### src/design/stepped_gain_pkg.sv
// constants, types and helpers shared by the stepped gain controller
package stepped_gain_pkg;

    // ------------------------------------------------------------
    // clocking and tick derivation
    // ------------------------------------------------------------
    localparam int CLOCK_HZ = 25_000_000;
    localparam int BASE_OSCILLATOR_FREQ_HZ = 250_000;
    localparam int OSC_DIV = CLOCK_HZ / BASE_OSCILLATOR_FREQ_HZ;
    localparam int TICK_DIV_LOG2 = 13;
    localparam int TICK_DIV = 1 << TICK_DIV_LOG2;

    // ------------------------------------------------------------
    // repeat timing in tick periods
    // ------------------------------------------------------------
    localparam logic [3:0] FIRST_TICKS = 4'h1;
    localparam logic [3:0] SECOND_TICKS = 4'hA;
    localparam logic [3:0] REPEAT_TICKS = 4'h4;

    // ------------------------------------------------------------
    // gain index: index 0 is step 1, index 31 is step 32
    // ------------------------------------------------------------
    localparam int STEP_COUNT = 32;
    localparam logic [4:0] INDEX_MAX = 5'h1F;
    localparam logic [4:0] INDEX_MIN = 5'h00;
    localparam logic [4:0] DEFAULT_INDEX = 5'h08;
    localparam logic [5:0] DEFAULT_STEP = 6'h09;
    localparam logic signed [13:0] DEFAULT_CDB = 14'sh04B0;

    // gain table anchors in hundredths of a dB
    localparam logic signed [13:0] TOP_CDB = 14'sh0960;
    localparam logic signed [13:0] FINE_DEC_CDB = 14'sh0096;
    localparam logic signed [13:0] COARSE_TOP_CDB = -14'sh0320;
    localparam logic signed [13:0] COARSE_DEC_CDB = 14'sh00C8;
    localparam logic signed [13:0] ODD_STEP_CDB = 14'sh040C;
    localparam logic signed [13:0] MUTE_CDB = -14'sh1F40;
    localparam logic [4:0] ODD_INDEX = 5'h09;
    localparam logic [4:0] LAST_FINE_INDEX = 5'h14;
    localparam logic [4:0] FIRST_COARSE_INDEX = 5'h15;

    // ------------------------------------------------------------
    // types
    // ------------------------------------------------------------
    typedef struct packed {
        logic raise;
        logic lower;
    } request_type;

    typedef enum logic [1:0] {
        ST_IDLE = 2'b00,
        ST_FIRST = 2'b01,
        ST_SECOND = 2'b10,
        ST_REPEAT = 2'b11
    } repeat_state_type;

    // saturating one-step move of the gain index
    function automatic logic [4:0] step_index(input logic [4:0] idx, input logic raise);
        logic [4:0] result;
        result = idx;
        if (raise && idx != INDEX_MIN) begin
            result = idx - 5'h01;
        end else if (!raise && idx != INDEX_MAX) begin
            result = idx + 5'h01;
        end
        return result;
    endfunction

endpackage

### src/design/tick_divider.sv
// divides the system clock down to the slow volume tick
`timescale 1ns/10ps
`default_nettype none
module tick_divider #(
    parameter int OSC_DIV = stepped_gain_pkg::OSC_DIV,
    parameter int TICK_DIV = stepped_gain_pkg::TICK_DIV
) (
    input wire logic clock,
    input wire logic arst_n,
    output logic tick
);
    localparam int OW = (OSC_DIV > 1) ? $clog2(OSC_DIV) : 1;
    localparam int TW = (TICK_DIV > 1) ? $clog2(TICK_DIV) : 1;
    localparam logic [OW-1:0] OSC_LAST = OW'(OSC_DIV - 1);
    localparam logic [TW-1:0] TICK_LAST = TW'(TICK_DIV - 1);

    logic [OW-1:0] osc_cnt;
    logic [OW-1:0] next_osc_cnt;
    logic [TW-1:0] tick_cnt;
    logic [TW-1:0] next_tick_cnt;
    logic next_tick;

    // ------------------------------------------------------------
    // oscillator rate enable, then divide by 2^13
    // ------------------------------------------------------------
    always_comb begin
        next_osc_cnt = osc_cnt + OW'(1);
        next_tick_cnt = tick_cnt;
        next_tick = 1'b0;
        if (osc_cnt == OSC_LAST) begin
            next_osc_cnt = '0;
            next_tick_cnt = tick_cnt + TW'(1);
            if (tick_cnt == TICK_LAST) begin
                next_tick_cnt = '0;
                next_tick = 1'b1;
            end
        end
    end

    // counters and tick register; tick is a one-cycle enable
    always_ff @(posedge clock or negedge arst_n) begin
        if (!arst_n) begin
            osc_cnt <= '0;
            tick_cnt <= '0;
            tick <= 1'b0;
        end else begin
            osc_cnt <= next_osc_cnt;
            tick_cnt <= next_tick_cnt;
            tick <= next_tick;
        end
    end
endmodule // tick_divider
`default_nettype wire

### src/design/gain_map.sv
// maps a gain index to its gain in hundredths of a dB
`timescale 1ns/10ps
`default_nettype none
module gain_map (
    input wire logic [4:0] index,
    output logic signed [13:0] gain_cdb
);
    // ------------------------------------------------------------
    // gain table
    // ------------------------------------------------------------
    function automatic logic signed [13:0] cdb_of(input logic [4:0] idx);
        logic signed [13:0] lin;
        logic signed [13:0] coarse;
        lin = stepped_gain_pkg::TOP_CDB - 14'(stepped_gain_pkg::FINE_DEC_CDB * $signed({9'h000, idx}));
        coarse = stepped_gain_pkg::COARSE_TOP_CDB
            - 14'(stepped_gain_pkg::COARSE_DEC_CDB
            * $signed({9'h000, idx - stepped_gain_pkg::FIRST_COARSE_INDEX}));
        if (idx == stepped_gain_pkg::INDEX_MAX) begin
            return stepped_gain_pkg::MUTE_CDB;
        end else if (idx == stepped_gain_pkg::ODD_INDEX) begin
            return stepped_gain_pkg::ODD_STEP_CDB;
        end else if (idx <= stepped_gain_pkg::LAST_FINE_INDEX) begin
            return lin;
        end
        return coarse;
    endfunction

    // pure lookup; the caller registers it
    always_comb begin
        gain_cdb = cdb_of(index);
    end
endmodule // gain_map
`default_nettype wire

### src/design/stepped_gain_control.sv
// push-button stepped gain controller with auto-repeat
//
// Function
// volume tick is the 250 kHz oscillator rate divided by 2^13.
// raise and lower requests are active low on their inputs.
// a request held low for one tick moves the index one step.
// still held, the second step comes ten ticks after the first.
// still held after that, one step every four ticks.
// with both requests high the index does not change.
// thirty-two gain settings, +24 dB at step 1 to -80 dB at 32.
// power-up loads step 9, which is 12 dB.
// chip-off keeps the stored index; operation resumes on that step.
// steps 1 to 17 fall 1.5 dB each from 24 dB; step 10 is 10.36.
// steps 18-21 are -1.5 to -6 dB; 22-31 are -8 to -26 in 2 dB.
// step 32 is a near-mute setting of -80 dB.
// chip-off is active low; the outside holds it high to run.
// chip-off pin pulls down, so an undriven pin means off.
// the index saturates at step 1 and at step 32.
// both requests low gives no step; timing restarts from one request.
// requests are sampled on the tick; release resets the repeat timing.
`timescale 1ns/10ps
`default_nettype none
module stepped_gain_control #(
    parameter int OSC_DIV = stepped_gain_pkg::OSC_DIV,
    parameter int TICK_DIV = stepped_gain_pkg::TICK_DIV
) (
    input wire logic clock,
    input wire logic arst_n,
    input wire logic raise_n,
    input wire logic lower_n,
    input wire logic chip_off_n,
    input wire logic chip_off_driven,
    output logic amp_on,
    output logic [5:0] gain_step,
    output logic signed [13:0] gain_cdb,
    output logic step_strobe
);
    // ------------------------------------------------------------
    // declarations
    // ------------------------------------------------------------
    logic tick;
    stepped_gain_pkg::request_type req;
    stepped_gain_pkg::repeat_state_type state;
    stepped_gain_pkg::repeat_state_type next_state;
    logic [3:0] cnt;
    logic [3:0] next_cnt;
    logic dir_raise;
    logic next_dir_raise;
    logic [4:0] index;
    logic [4:0] next_index;
    logic next_amp_on;
    logic [5:0] next_gain_step;
    logic signed [13:0] map_cdb;
    logic next_step_strobe;
    logic single_req;

    // ------------------------------------------------------------
    // slow tick and gain lookup
    // ------------------------------------------------------------
    tick_divider #(
        .OSC_DIV(OSC_DIV),
        .TICK_DIV(TICK_DIV)
    ) u_tick (
        .clock(clock),
        .arst_n(arst_n),
        .tick(tick)
    );

    // lookup runs on the next index so gain_cdb lines up with gain_step
    gain_map u_map (
        .index(next_index),
        .gain_cdb(map_cdb)
    );

    // ------------------------------------------------------------
    // request decode
    // ------------------------------------------------------------
    // low on a pin means asserted
    always_comb begin
        req.raise = ~raise_n;
        req.lower = ~lower_n;
        single_req = req.raise ^ req.lower;
    end

    // ------------------------------------------------------------
    // repeat machine and gain index
    // ------------------------------------------------------------
    // with amp_on high, state only moves on tick, so pin bounce faster than a tick is unseen
    always_comb begin
        next_state = state;
        next_cnt = cnt;
        next_dir_raise = dir_raise;
        next_index = index;
        next_step_strobe = 1'b0;
        // undriven pin reads as off through the pull-down
        next_amp_on = chip_off_driven & chip_off_n;
        if (!amp_on) begin
            // index is left alone while off; timing starts fresh on wake
            next_state = stepped_gain_pkg::ST_IDLE;
            next_cnt = 4'h0;
        end else if (tick) begin
            unique case (state)
                stepped_gain_pkg::ST_IDLE: begin
                    if (single_req) begin
                        next_state = stepped_gain_pkg::ST_FIRST;
                        next_cnt = stepped_gain_pkg::FIRST_TICKS;
                        next_dir_raise = req.raise;
                    end
                end
                stepped_gain_pkg::ST_FIRST,
                stepped_gain_pkg::ST_SECOND,
                stepped_gain_pkg::ST_REPEAT: begin
                    if (!single_req) begin
                        // release or both low: no step, timing restarts
                        next_state = stepped_gain_pkg::ST_IDLE;
                        next_cnt = 4'h0;
                    end else if (req.raise != dir_raise) begin
                        // the other button alone counts as a fresh press
                        next_state = stepped_gain_pkg::ST_FIRST;
                        next_cnt = stepped_gain_pkg::FIRST_TICKS;
                        next_dir_raise = req.raise;
                    end else if (cnt == 4'h1) begin
                        next_index = stepped_gain_pkg::step_index(index, dir_raise);
                        next_step_strobe = (next_index != index);
                        if (state == stepped_gain_pkg::ST_FIRST) begin
                            next_state = stepped_gain_pkg::ST_SECOND;
                            next_cnt = stepped_gain_pkg::SECOND_TICKS;
                        end else begin
                            next_state = stepped_gain_pkg::ST_REPEAT;
                            next_cnt = stepped_gain_pkg::REPEAT_TICKS;
                        end
                    end else begin
                        next_cnt = cnt - 4'h1;
                    end
                end
            endcase
        end
        next_gain_step = {1'b0, next_index} + 6'h01;
    end

    // power-up loads the default step; nothing else resets the index
    always_ff @(posedge clock or negedge arst_n) begin
        if (!arst_n) begin
            state <= stepped_gain_pkg::ST_IDLE;
            cnt <= 4'h0;
            dir_raise <= 1'b0;
            index <= stepped_gain_pkg::DEFAULT_INDEX;
            amp_on <= 1'b0;
            gain_step <= stepped_gain_pkg::DEFAULT_STEP;
            gain_cdb <= stepped_gain_pkg::DEFAULT_CDB;
            step_strobe <= 1'b0;
        end else begin
            state <= next_state;
            cnt <= next_cnt;
            dir_raise <= next_dir_raise;
            index <= next_index;
            amp_on <= next_amp_on;
            gain_step <= next_gain_step;
            gain_cdb <= map_cdb;
            step_strobe <= next_step_strobe;
        end
    end

    // ------------------------------------------------------------
    // checking helpers
    // ------------------------------------------------------------
    logic [31:0] since_tick;
    logic seen_tick;
    logic up_cycle;
    localparam logic [31:0] TICK_PERIOD_LAST = 32'(OSC_DIV * TICK_DIV - 1);

    // cycles since the last tick, for the period check
    always_ff @(posedge clock or negedge arst_n) begin
        if (!arst_n) begin
            since_tick <= 32'h0;
            seen_tick <= 1'b0;
            up_cycle <= 1'b0;
        end else begin
            since_tick <= tick ? 32'h0 : since_tick + 32'h1;
            seen_tick <= seen_tick | tick;
            up_cycle <= 1'b1;
        end
    end
endmodule // stepped_gain_control
`default_nettype wire

### config.mk
export PLATFORM = sky130hd
export DESIGN_NAME = stepped_gain_control
export DESIGN_NICKNAME = d
export VERILOG_FILES = /design/src/design/stepped_gain_pkg.sv /design/src/design/tick_divider.sv /design/src/design/gain_map.sv /design/src/design/stepped_gain_control.sv
export SDC_FILE = /design/constraint.sdc
export NUM_CORES = 1
export LEC_CHECK = 0
export ABC_AREA = 1
export BUFFER_PORTS_ARGS = -buffer_cell sky130_fd_sc_hd__buf_4
export CAP_MARGIN = 20
export CORE_AREA = 3 3 87 89
export CTS_CLUSTER_DIAMETER = 100
export CTS_CLUSTER_SIZE = 40
export DETAILED_ROUTE_END_ITERATION = 6
export DIE_AREA = 0 0 90 92
export HOLD_SLACK_MARGIN = 0.03
export PLACE_DENSITY = 0.85
export RECOVER_POWER = 25
export SETUP_SLACK_MARGIN = 0.15
export SYNTH_ARGS = -nofsm -noshare
export SYNTH_HDL_FRONTEND = slang
export SYNTH_HIERARCHICAL = 1
export SYNTH_SLANG_ARGS = --single-unit
### constraint.sdc
create_clock -name clock -period 7 [get_ports clock]
set_input_delay 1.4 -clock clock [delete_from_list [all_inputs] [get_ports clock]]
set_output_delay 1.4 -clock clock [all_outputs]
set_load 0.02 [all_outputs]
=== Word-level counts from Yosys, hierarchy flattened ===
Cells that the tools add are included.
Widths: inputs -> output; s select.

* Add/subtract/negate cells: 9
* Multiply operators: 2
* Div/mod/pow operators: 0
* Order comparisons: 1
* Equal/unequal tests: 17
* Shift operators: 0
* Muxes and demuxes: 51
* Bitwise logic cells: 4
* Reductions and logical operators: 9

{| class="wikitable"
|+ Operator list
! kind !! number
|-
| $mux 5 || 14
|-
| $mux 14 || 4
|-
| $mux 4 || 7
|-
| $mux 1 || 15
|-
| $sub 11x14->14 const A || 1
|-
| $sub 13x14->14 const A || 1
|-
| $add 13x1->13 const B || 1
|-
| $eq 13x13->1 const B || 1
|-
| $mux 13 || 1
|-
| $mul 7x5->12 const A || 1
|-
| $mux 2 || 6
|-
| $mul 5x5->10 const A || 1
|-
| $ne 5x5->1 const B || 2
|-
| $pmux 4 s2 || 1
|-
| $add 7x1->7 const B || 1
|-
| $eq 7x7->1 const B || 1
|-
| $mux 7 || 1
|-
| $add 5x1->6 const B || 1
|-
| $ne 2x2->1 const B || 3
|-
| $add 5x1->5 const B || 1
|-
| $eq 5x4->1 const B || 1
|-
| $eq 5x5->1 const B || 1
|-
| $le 5x5->1 const B || 1
|-
| $ne 5x5->1 || 1
|-
| other kinds (22) || 25
|}

* Flip-flop bits (word level): 55
* Bits in latches: 0
* Bits in writable memories: 0
* ROM bits: 0
* Input bits: 6
* Output and inout port bits: 22
* Memories kept: 0

=== Logic depth before layout (Yosys ltp) ===
Gate-level depths: netlist of the first run.

* Depth after elaboration: 22
* Gate-level depth with buffers: 30
* Gate-level depth less buffers: 30

=== Modules after synthesis ===
The synthesis of the first run kept the hierarchy.

{| class="wikitable"
|+ Modules (own cells, without submodules)
! module !! instances !! cells each !! area an instance (um^2)
|-
| gain_map || 1 || 266 || 1712.9
|-
| stepped_gain_control || 1 || 186 || 1684.1
|-
| tick_divider || 1 || 150 || 1157.4
|}

=== Worst setup path before layout of the first run ===
No wires, ideal clock.

* Path type: input port to flip-flop
* Start: in raise_n
* End: reg gain_cdb[12]
* Arrival: 4.888 ns
* Data required time: 6.883 ns
* Setup slack: 1.995 ns
* Stages on the path: 26
* Path buffers: 0
* Cell sequence: inv_2 -> nand2_1 -> nand2_2 -> nand3_1 -> nor2_4 -> nand2_1 -> nand2_1 -> nand2_1 -> inv_2 -> ha_1 -> inv_1 -> a21oi_1 -> xor2_1 -> ha_1 -> ha_1 -> ha_1 -> inv_1 -> fa_1 -> nand3b_1 -> nand2_1 -> xor2_1 -> nor2_1 -> nand2_1 -> nand3_1 -> nand3_1 -> nand2_1

* Longest elaborated chain between the ends: 13
* Elaborated cells on any way between the ends: 23
* Those cells by class: add/sub (3); mul (2); order compare (1); eq/ne (3); mux (12); bitwise (2)

{| class="wikitable"
|+ Ends and longest elaborated chain
! element !! line !! RTL
|-
| start: declaration || stepped_gain_control.sv:29 || <nowiki>input wire logic raise_n,</nowiki>
|-
| $not 1->1 * || stepped_gain_control.sv:80 || <nowiki>req.raise = ~raise_n;</nowiki>
|-
| $ne 1x1->1 || stepped_gain_control.sv:117 || <nowiki>end else if (req.raise != dir_raise) begin</nowiki>
|-
| $mux 5 || stepped_gain_control.sv:117 ||
|-
| $mux 5 * || stepped_gain_control.sv:113 || <nowiki>if (!single_req) begin</nowiki>
|-
| $mux 5 * || stepped_gain_control.sv:102 || <nowiki>unique case (state)</nowiki>
|-
| $mux 5 * || stepped_gain_control.sv:101 || <nowiki>end else if (tick) begin</nowiki>
|-
| $mux 5 * || stepped_gain_control.sv:97 || <nowiki>if (!amp_on) begin</nowiki>
|-
| named net next_index[0] || stepped_gain_control.sv:50 || <nowiki>logic [4:0] next_index;</nowiki>
|-
| branches (longest 5 deep; another with $sub 11x14->14) || -- ||
|-
| $mux 14 * || gain_map.sv:25 || <nowiki>return coarse;</nowiki>
|-
| named net map_cdb[12] || stepped_gain_control.sv:53 || <nowiki>logic signed [13:0] map_cdb;</nowiki>
|-
| end signal: assignment || stepped_gain_control.sv:150 || <nowiki>gain_cdb <= stepped_gain_pkg::DEFAULT_CDB;</nowiki>
|-
| end signal: assignment || stepped_gain_control.sv:159 || <nowiki>gain_cdb <= map_cdb;</nowiki>
|-
| end: declaration || stepped_gain_control.sv:35 || <nowiki>output logic signed [13:0] gain_cdb,</nowiki>
|}

Mark *: on every way through the listed nets, which the timed path passes. The select of a mux whose other input is x is not followed.
A chain may end at the register's enable or synchronous reset.

=== Final worst setup path of the first run ===
Same ends and word-level chain as after synthesis.

==> results of run 1 <==
state kept, by name (all words and copies together) (netlist names):
signal	cells
dir_raise	1
u_tick/osc_cnt	7
cnt	4
gain_cdb	14
state	2
step_strobe	1
gain_step	6
u_tick/tick_cnt	13
amp_on	1
u_tick/tick	1
index	5
worst register-to-register path, delay by kind of cell (launching register included):
family / cells / cell delay [ns]
DFF: 1 / 0.45
buffers and inverters: 4 / 0.53
xor gates and xnor gates: 2 / 0.52
and+or+nand+nor: 14 / 1.51
AOI/OAI and AO/OA: 1 / 0.15
adders and majority gates: 7 / 1.75
logic make-up after synthesis:
kind of cell / after synthesis / share of synthesized area, %
AO/OA/AOI/OAI: 55 / 6.84
AND/OR/NAND/NOR: 320 / 35.3
XOR/XNOR: 16 / 3.24
flip-flops: 55 / 30.4
adder cells (fa/ha/maj): 53 / 15.2
buffers and inverters: 102 / 8.93
other: 1 / 0.0823
power by group:
part           switching (W)  internal, W  total [W]  leakage (nW)
Clock               0.000100    0.0000711   0.000171        0.0385
Combinational      0.0000230   0.00000847  0.0000314          1.86
Sequential        0.00000322     0.000320   0.000323         0.711
Total               0.000126     0.000399   0.000526          2.61
cells in the mapped netlist, types with 7 or more instances:
master   number  area [µm²]
nor2_2       12        75.1
nand3_1      50         250
nand3_2       9        90.1
ha_1         49         613
nor3_1        9        45.0
inv_2        16        60.1
xor2_1        9        78.8
dfstp_2       7         184
nand2_2      22         138
inv_1        81         304
nand2_4       7        78.8
nand2_1     146         548
a21oi_1      22         110
nor2_1       46         173
o21ai_0      14        70.1
dfrtp_1      48        1200
per-layer routing:
layer  vias up  wire length (µm)  global-route usage, %
met2       107              4620                   41.8
met4         0               187                   8.67
met5         -                 0                      0
met1      1812              4030                   30.3
met3        25               456                   2.95
li1       1966                 -                      -
area by class of cell:
class | instances | area [µm²] | share of cell area [%]
Clock buffer | 7 | 76.3 | 1.56
Clock inverter | 1 | 7.51 | 0.153
Inverter | 99 | 377 | 7.67
Multi-Input combinational cell | 445 | 2740 | 55.9
Sequential cell | 55 | 1390 | 28.2
Tap cell | 96 | 120 | 2.45
Timing Repair Buffer | 27 | 199 | 4.05
per-stage QoR:
step	hold slack, ns	total power [W]
after global placement	0.452	0.000359
after floorplan	0.430	0.000349
after CTS	0.475	0.000531
after global routing	0.512	0.000547
final	0.478	0.000526
after detailed placement	0.461	0.000361
path summary, 6_finish.rpt:
| check | startpoint | endpoint | slack (ns) | cells after the start |
|---|---|---|---|---|
| max in group asynchronous | arst_n | u_tick/tick_cnt[12] | 3.38 | 1 |
| worst min-delay path | u_tick/osc_cnt[0] | u_tick/osc_cnt[0] | 0.48 | 1 |
| worst max register to register | index[0] | gain_cdb[12] | 2.02 | 28 |
| worst max-delay path | raise_n | gain_cdb[12] | 1.70 | 27 |
| worst min register to register | u_tick/osc_cnt[0] | u_tick/osc_cnt[0] | 0.48 | 1 |
| min in group asynchronous | arst_n | state[0] | 2.01 | 1 |
==> results.py, run 1 <==
metrics = {
    "synthesis": {
        "synth_top_flop_cell": "dfrtp_1",
        "syn_area_um2": 4550,
        "ys_seq_area_share_pct": 30.4,
        "synthCells": 602,
        "yosys_register_bits": 55,
        "synthArstFlopShare_pct": 100,
        "syn_avg_cell_area_um2": 7.57,
        "synth_edf_count": 0,
        "synth_nets": 661,
        "yosys.cell_types.count": 40,
        "ys_warn_count": 6,
    },
    "timing": {
        "min_period_ns": 5.30,
        "worstMarginPinSlew_ns": 2.86,
        "finClkSkew_ns": 0.0114,
        "relSlewSlack_pct": -90.7,
        "tns_ns": 0,
        "fin_crit_sh_pct": 75.7,
        "setup_viol": 0,
        "rsz0062_at_grt": "no",
        "slew_viol_final": 56,
        "timing.final.ws_setup_ns": 1.70,
        "fmax_mhz": 189,
        "timing.final.hold_violations": 0,
    },
    "grt": {
        "antenna_found_initial": 0,
        "track_usage_pct": 23.8,
        "grt_pass1_vias": 3819,
        "grt_max_degree": 56,
        "grt.overflow.total": 0,
        "grt_pass1_wl_mm": 16.5,
    },
    "worst_setup_path": {
        "crit_path_end_kind": "flip-flop",
        "worst-path-buf-inv": 5,
        "slowest_stage": "fa_1",
        "crit_type": "input pin to flip-flop",
        "crit_family": "simple AND/OR/NAND/NOR gates",
        "cp_common_cell": "nand2_1",
        "max_stage_delay_ns": 0.39,
        "start_kind": "input pin",
        "required_ns": 7.20,
        "critPathArrivalTime_ns": 5.50,
        "crit_fanout": 13,
    },
    "floorplanning": {
        "die_area_um2": 8280,
        "ios": 28,
        "core-area_um2": 6830,
        "fp.dieW_um": 90,
        "die_h_um": 92,
        "initial_core_util_pct": 66.7,
        "rows": 30,
    },
    "drt": {
        "drc": 0,
        "wire_per_inst_um": 12.7,
        "drtIter0Drc": 209,
        "first_pass_iters": 5,
        "wl_mm": 9.30,
        "ant_nets": 0,
        "vias": 3910,
        "avgViaCountPerCell": 5.36,
    },
    "placement": {
        "dp.cells": 722,
        "dpl_cell_area_um2": 4850,
        "place.gp.congestion": 0.917,
        "hpwl_mm": 7.50,
        "place_ws_ns": 1.39,
        "portBuffers": 27,
    },
    "cells_and_area": {
        "drive_gt1_share_pct": 19.1,
        "layout_commonest_cell": "nand2_1",
        "post-route-util_pct": 71.8,
        "final_area_um2": 4910,
        "most-common-layout-cells": "nand2_1, inv_1, nand3_1",
        "area_delta_synth_final_pct": 7.75,
        "fillers": 552,
        "final_cell_count_no_fill": 730,
        "num_antenna_cells": 0,
        "nets": 692,
    },
    "min_path": {
        "hold_class": "flip-flop to flip-flop",
    },
    "clocking": {
        "cts_tree": "yes",
        "cts_inserted_buffers": 5,
        "post-cts-setup-buffers": 0,
        "cts_sinks": 55,
        "clk_path_buf_depth": 2,
        "clock_latency_ns": 0.30,
        "cts.repair.resized": 0,
        "root_buffer": "clkbuf_8",
        "clk_pin_slew_ns": 0.10,
        "cts_hold_buffers": 0,
        "h-tree-depth": 2,
    },
    "power": {
        "p_leak_nw": 2.61,
        "max-vdd-ir-drop_uv": 69.7,
        "p_per_area_nw_per_um2": 107,
    },
    "run_status": {
        "violations": "capacitance limit, slew limit",
        "status": "finished, violations left",
    },
    "flow_run": {
        "cap_violations": 1,
    },
}
Power figures use the tool's default switching activity.
==> run 2, diff against run 1 <==
--- a/config.mk
+++ b/config.mk
@@ -5,16 +5,16 @@
 export SDC_FILE = /design/constraint.sdc
 export NUM_CORES = 1
 export LEC_CHECK = 0
-export ABC_AREA = 1
+export ABC_AREA = 0
 export BUFFER_PORTS_ARGS = -buffer_cell sky130_fd_sc_hd__buf_4
 export CAP_MARGIN = 20
-export CORE_AREA = 3 3 87 89
+export CORE_AREA = 3 3 91 93
 export CTS_CLUSTER_DIAMETER = 100
 export CTS_CLUSTER_SIZE = 40
 export DETAILED_ROUTE_END_ITERATION = 6
-export DIE_AREA = 0 0 90 92
+export DIE_AREA = 0 0 94 96
 export HOLD_SLACK_MARGIN = 0.03
-export PLACE_DENSITY = 0.85
+export PLACE_DENSITY = 0.75
 export RECOVER_POWER = 25
 export SETUP_SLACK_MARGIN = 0.15
 export SYNTH_ARGS = -nofsm -noshare
==> constraint.sdc (replaced) <==
create_clock -name clock -period 4.28 [get_ports clock]
set_input_delay 0.856 -clock clock [delete_from_list [all_inputs] [get_ports clock]]
set_output_delay 0.856 -clock clock [all_outputs]
set_load 0.02 [all_outputs]
==> results.py, run 2 <==
metrics = {
    "run_status": {
        "status": "finished, violations left",
        "violations": "capacitance limit, slew limit, setup timing",
    },
    "placement": {
        "portBuffers": 27,
        "place.gp.congestion": 0.898,
        "hpwl_mm": 7.23,
        "place_ws_ns": -0.859,
    },
    "worst_setup_path": {
        "crit_type": "flip-flop to flip-flop",
        "max_stage_delay_ns": 0.47,
        "crit_family": "adder cells",
        "crit_fanout": 4,
        "critPathArrivalTime_ns": 5.06,
        "cp_cell_sequence": "inv_2, ha_4, or3b_4, nor4b_4, buf_4, and3b_1, a21oi_2, o2bb2ai_4, buf_6, ha_4, inv_4, fa_2, ha_4, a31oi_4, a2111oi_2, nor3_1, buf_4, o221ai_2, xor2_1, o22ai_1",
        "crit_path_end_kind": "flip-flop",
        "start_kind": "flip-flop",
        "required_ns": 4.48,
        "cp_common_cell": "ha_4",
        "slowest_stage": "fa_2",
        "worst-path-buf-inv": 5,
    },
    "cells_and_area": {
        "nets": 622,
        "layout_commonest_cell": "buf_4",
        "largest_reg_flops": 14,
        "most-common-layout-cells": "buf_4, dfrtp_1, ha_1",
        "top_regs": "gain_cdb: 14 flops, u_tick/tick_cnt: 13 flops, u_tick/osc_cnt: 7 flops",
        "max_flop_register": "gain_cdb",
        "num_antenna_cells": 0,
        "post-route-util_pct": 81.7,
        "area_delta_synth_final_pct": 52.1,
        "drive_gt1_share_pct": 47.3,
    },
    "drt": {
        "ant_nets": 0,
        "wl_mm": 13.9,
        "first_pass_iters": 5,
        "wire_per_inst_um": 20.8,
        "avgViaCountPerCell": 6.04,
        "drtIter0Drc": 284,
        "drc": 0,
        "vias": 4023,
    },
    "synthesis": {
        "synth_top_flop_cell": "dfrtp_1",
        "ys_seq_area_share_pct": 33.9,
        "syn_area_um2": 4090,
        "yosys-top-cells-count": "ha_1, dfrtp_1, inv_1",
        "ys_warn_count": 6,
        "synth_top_cell_by_area": "dfrtp_1",
        "synth_edf_count": 0,
        "synth_top_family_by_area": "simple AND/OR/NAND/NOR gates",
        "synth_fa_ha_area_share_pct": 17.0,
        "ys_top_cells_by_area": "dfrtp_1, ha_1, xnor2_1",
        "synthArstFlopShare_pct": 100,
        "synth_xor_area_share_pct": 10.4,
        "yosysMostFrequentCell": "ha_1",
        "synth-simple-area-share_pct": 17.8,
        "syn_avg_cell_area_um2": 9.64,
        "yosysTopAreaCellShare_pct": 29.4,
        "synth_compound_area_share_pct": 16.2,
        "synthCells": 424,
        "yosys.cell_types.count": 68,
        "yosys_register_bits": 55,
        "muxShareOfSynthArea_pct": 0.245,
        "synth_nets": 483,
    },
    "clocking": {
        "cts_tree": "yes",
        "clk_pin_slew_ns": 0.11,
        "clock_latency_ns": 0.32,
        "cts_sinks": 55,
        "clk_path_buf_depth": 2,
        "cts_hold_buffers": 0,
        "cts_inserted_buffers": 5,
        "root_buffer": "clkbuf_8",
        "h-tree-depth": 2,
    },
    "timing": {
        "setup_viol": 8,
        "fmax_mhz": 205,
        "slew_viol_final": 56,
        "timing.final.hold_violations": 0,
        "fin_crit_sh_pct": 114,
        "rsz0062_at_grt": "yes",
        "min_period_ns": 4.87,
        "worstMarginPinSlew_ns": 3.01,
        "relSlewSlack_pct": -101,
        "timing.final.ws_setup_ns": -0.588,
        "holdWs_ns": 0.467,
        "finClkSkew_ns": 0.00493,
    },
    "grt": {
        "grt_max_degree": 56,
        "use_met2_pct": 48.1,
        "antenna_found_initial": 0,
        "grt-busiest-layer": "met2",
        "grtUsageMet1_pct": 33.3,
        "grt.overflow.total": 0,
        "grtUsageMet3_pct": 3.83,
        "grt_pass1_wl_mm": 19.2,
        "track_usage_pct": 26.9,
        "grt_pass1_vias": 3959,
    },
    "floorplanning": {
        "ios": 28,
        "initial_core_util_pct": 53.7,
        "rows": 32,
        "core-area_um2": 7610,
        "fp.dieW_um": 94,
        "die_h_um": 96,
        "die_area_um2": 9020,
    },
    "power": {
        "p_per_area_nw_per_um2": 260,
        "p_leak_nw": 2.77,
        "max-vdd-ir-drop_uv": 208,
    },
    "flow_run": {
        "cap_violations": 1,
    },
    "min_path": {
        "hold_class": "flip-flop to flip-flop",
    },
}
-- run 2: per-stage QoR --
stage               cell area [µm²]  std cells  power, W  TNS [ns]
floorplan                      4310        424  0.000841     -2.58
finish                         6220        666   0.00161     -3.45
detailed placement             5250        633   0.00103     -5.39
global placement               5250        633   0.00101     -4.25
global route                   6220        666   0.00168     -4.52
CTS                            5850        656   0.00150     -1.52
-- run 2: cells by family (layout without fill, tap and decap cells) --
family	Yosys count	in the layout
buf+inv	42	182
simple gates	128	128
other cells	1	1
xor+xnor	47	47
mux	1	1
compound gates	97	97
flops	55	55
fa+ha+maj	53	53
-- run 2: what timing repair did --
action	CTS	global route
resized for setup	71	53
setup endpoints to repair	8	9
buffers inserted	15	10
gates cloned	0	0
pin swaps	41	25
endpoints found under the hold margin	0	0
-- run 2: report_power, final --
group	internal, W	leakage [nW]	switching [W]
registers	0.000549	0.698	0.0000118
clock network	0.000181	0.0611	0.000202
logic	0.000331	2.01	0.000339
total	0.00106	2.77	0.000552
-- run 2: cell type report --
class                           instances  area (µm²)
Clock buffer                            5        68.8
Clock inverter                          3        55.1
Fill cell                             405        1390
Inverter                               33         129
Multi-Input combinational cell        327        3320
Sequential cell                        55        1390
Tap cell                              102         128
Timing Repair Buffer                  141        1140
-- run 2: final timing paths --
| check | startpoint | to | slack, ns | cells past startpoint |
|---|---|---|---|---|
| max in group asynchronous | arst_n | u_tick/osc_cnt[3] | 1.10 | 1 |
| setup reg to reg | cnt[1] | gain_cdb[11] | -0.59 | 20 |
| setup / recovery | cnt[1] | gain_cdb[11] | -0.59 | 20 |
| min in group asynchronous | arst_n | cnt[0] | 1.51 | 1 |
| hold / removal | u_tick/osc_cnt[0] | u_tick/osc_cnt[0] | 0.47 | 1 |
| hold reg to reg | u_tick/osc_cnt[0] | u_tick/osc_cnt[0] | 0.47 | 1 |
-- run 2: layer usage --
metal | vias to the layer above | wire [µm]
met5 | - | 0
met4 | 0 | 582
met3 | 72 | 803
met2 | 198 | 6970
met1 | 1970 | 5530
li1 | 1783 | -
==> run 3, diff against run 2 <==
--- a/config.mk
+++ b/config.mk
@@ -13,10 +13,11 @@
 export CTS_CLUSTER_SIZE = 40
 export DETAILED_ROUTE_END_ITERATION = 6
 export DIE_AREA = 0 0 94 96
+export GPL_TIMING_DRIVEN = 0
 export HOLD_SLACK_MARGIN = 0.03
 export PLACE_DENSITY = 0.75
 export RECOVER_POWER = 25
-export SETUP_SLACK_MARGIN = 0.15
+export SETUP_SLACK_MARGIN = 0.3
 export SYNTH_ARGS = -nofsm -noshare
 export SYNTH_HDL_FRONTEND = slang
 export SYNTH_HIERARCHICAL = 1
==> results.py, run 3 (same netlist as run 2, synthesis figures left out) <==
metrics = {
    "timing": {
        "timing.final.hold_violations": 0,
        "finClkSkew_ns": 0.0138,
        "relSlewSlack_pct": -101,
        "min_period_ns": 4.81,
        "fmax_mhz": 208,
        "rsz0062_at_grt": "yes",
        "tns_ns": -3.68,
        "holdWs_ns": 0.468,
        "setup_viol": 8,
        "slew_viol_final": 56,
        "timing.final.ws_setup_ns": -0.530,
        "worstMarginPinSlew_ns": 3.02,
        "fin_crit_sh_pct": 112,
    },
    "power": {
        "switchingPower_w": 0.000507,
        "switching_share_pct": 35.0,
        "power_w": 0.00145,
        "p_int_w": 0.000940,
        "pwr-share-clk_pct": 23.8,
        "p_leak_nw": 2.60,
        "power_frac_comb_pct": 37.3,
        "max-vdd-ir-drop_uv": 188,
        "seqPwrFrac_pct": 38.8,
        "p_per_area_nw_per_um2": 241,
    },
    "cells_and_area": {
        "regArea_um2": 1390,
        "num_antenna_cells": 0,
        "nets": 590,
        "drive_gt1_share_pct": 44.5,
        "most-common-layout-cells": "buf_4, dfrtp_1, ha_1",
        "fillers": 429,
        "area_delta_synth_final_pct": 46.8,
        "layout_commonest_cell": "buf_4",
        "top_regs": "gain_cdb: 14 flops, u_tick/tick_cnt: 13 flops, u_tick/osc_cnt: 7 flops",
        "largest_reg_flops": 14,
        "max_flop_register": "gain_cdb",
        "multiInputGateArea_um2": 3320,
    },
    "worst_setup_path": {
        "start_kind": "flip-flop",
        "regToRegSetupSlack_ns": -0.53,
        "slowest_stage": "fa_2",
        "cp_cell_sequence": "inv_2, ha_4, or3b_4, buf_6, nor4b_4, buf_4, and3b_1, a21oi_2, o2bb2ai_4, buf_6, buf_6, ha_4, inv_2, fa_2, ha_4, a31oi_4, buf_6, xnor2_4, a211oi_4, o221ai_2, buf_4, xor2_2, o22ai_1",
        "crit_family": "compound AO/OA/AOI/OAI gates",
        "worst-path-buf-inv": 8,
        "max_stage_delay_ns": 0.47,
        "crit_path_end_kind": "flip-flop",
        "cp_common_cell": "buf_6",
        "required_ns": 4.53,
        "critPathArrivalTime_ns": 5.06,
        "crit_fanout": 4,
        "crit_type": "flip-flop to flip-flop",
    },
    "floorplanning": {
        "fp.dieW_um": 94,
        "core-area_um2": 7610,
        "rows": 32,
        "initial_core_util_pct": 53.7,
        "die_area_um2": 9020,
        "die_h_um": 96,
        "ios": 28,
    },
    "clocking": {
        "root_buffer": "clkbuf_8",
        "clock_latency_ns": 0.34,
        "cts_tree": "yes",
        "cts_inserted_buffers": 5,
        "h-tree-depth": 2,
        "cts_sinks": 55,
        "clk_path_buf_depth": 2,
        "clk_pin_slew_ns": 0.11,
        "cts_hold_buffers": 0,
    },
    "drt": {
        "vias": 3908,
        "ant_nets": 0,
        "wire_per_inst_um": 20.9,
        "wl_mm": 13.3,
        "drc": 0,
        "first_pass_iters": 5,
        "drtIter0Drc": 335,
        "avgViaCountPerCell": 6.16,
    },
    "flow_run": {
        "cap_violations": 1,
    },
    "placement": {
        "portBuffers": 27,
        "place.gp.congestion": 0.853,
        "hpwl_mm": 6.07,
    },
    "grt": {
        "antenna_found_initial": 0,
        "grt_pass1_wl_mm": 18.5,
        "grt.overflow.total": 0,
        "track_usage_pct": 26.4,
        "grt_pass1_vias": 3690,
        "grt_max_degree": 56,
    },
    "min_path": {
        "hold_class": "flip-flop to flip-flop",
    },
    "run_status": {
        "status": "finished, violations left",
        "violations": "capacitance limit, slew limit, setup timing",
    },
}
## run 3: power by group through the flow
stage / combinational [W] / sequential [W] / clock, W
2_1_floorplan: 0.000245 / 0.000596 / 0
3_3_place_gp: 0.000365 / 0.000569 / 0
3_5_place_dp: 0.000376 / 0.000569 / 0
4_1_cts: 0.000481 / 0.000559 / 0.000340
5_1_grt: 0.000573 / 0.000564 / 0.000372
6_report: 0.000540 / 0.000562 / 0.000345
## run 3: path summary, 6_finish.rpt
kind,start,cells after the start,endpoint
min in group asynchronous,arst_n,1,gain_step[1]
min,u_tick/osc_cnt[0],1,u_tick/osc_cnt[0]
max in group asynchronous,arst_n,1,index[1]
min reg2reg,u_tick/osc_cnt[0],1,u_tick/osc_cnt[0]
max,cnt[1],23,gain_cdb[11]
max reg2reg,cnt[1],23,gain_cdb[11]
## run 3: final cells by class
class	instances	area share, %
clock inverters	2	0.334
plain buffers	9	1.31
multi-input cells	327	55.3
clock buffers	6	1.38
flip-flops and latches	55	23.1
inverters	33	2.19
well taps	102	2.13
repair buffers	100	14.2
## run 3: per-stage QoR
| stage | utilization, % | std cells | setup slack, ns | cell area [µm²] |
|---|---|---|---|---|
| after detailed placement | 61.1 | 553 | -1.27 | 4640 |
| after CTS | 74.7 | 619 | -0.385 | 5680 |
| after global routing | 78.9 | 634 | -0.695 | 6000 |
| final | 78.9 | 634 | -0.530 | 6000 |
| after global placement | 61.1 | 553 | -1.20 | 4640 |
| after floorplan | - | 424 | -0.598 | 4310 |
## run 3: layer usage
| metal | wire, µm | track usage (%) | share of wire, % | up-vias |
|---|---|---|---|---|
| li1 | - | - | - | 1721 |
| met1 | 5380 | 34.4 | 41 | 1912 |
| met2 | 6420 | 44.5 | 48 | 207 |
| met3 | 839 | 4.30 | 6.3 | 68 |
| met4 | 632 | 9.39 | 4.8 | 0 |
| met5 | 0 | 0 | 0 | - |
## run 3: repair_timing
item                       4_1_cts  5_1_grt
buffers inserted                58       15
setup endpoints to repair       10       10
pin swaps                       53       33
hold endpoints to repair         0        0
resized for setup               92       40
## run 3: worst register-to-register path: stages, from the launching register on
cell and delay (ns):
dfrtp_1 0.40, inv_2 0.07, ha_4 0.12, or3b_4 0.37, buf_6 0.13, nor4b_4 0.29
buf_4 0.17, and3b_1 0.18, a21oi_2 0.06, o2bb2ai_4 0.21, buf_6 0.13, buf_6 0.09
ha_4 0.19, inv_2 0.06, fa_2 0.47, ha_4 0.30, a31oi_4 0.27, buf_6 0.16
xnor2_4 0.12, a211oi_4 0.30, o221ai_2 0.17, buf_4 0.18, xor2_2 0.14, o22ai_1 0.15
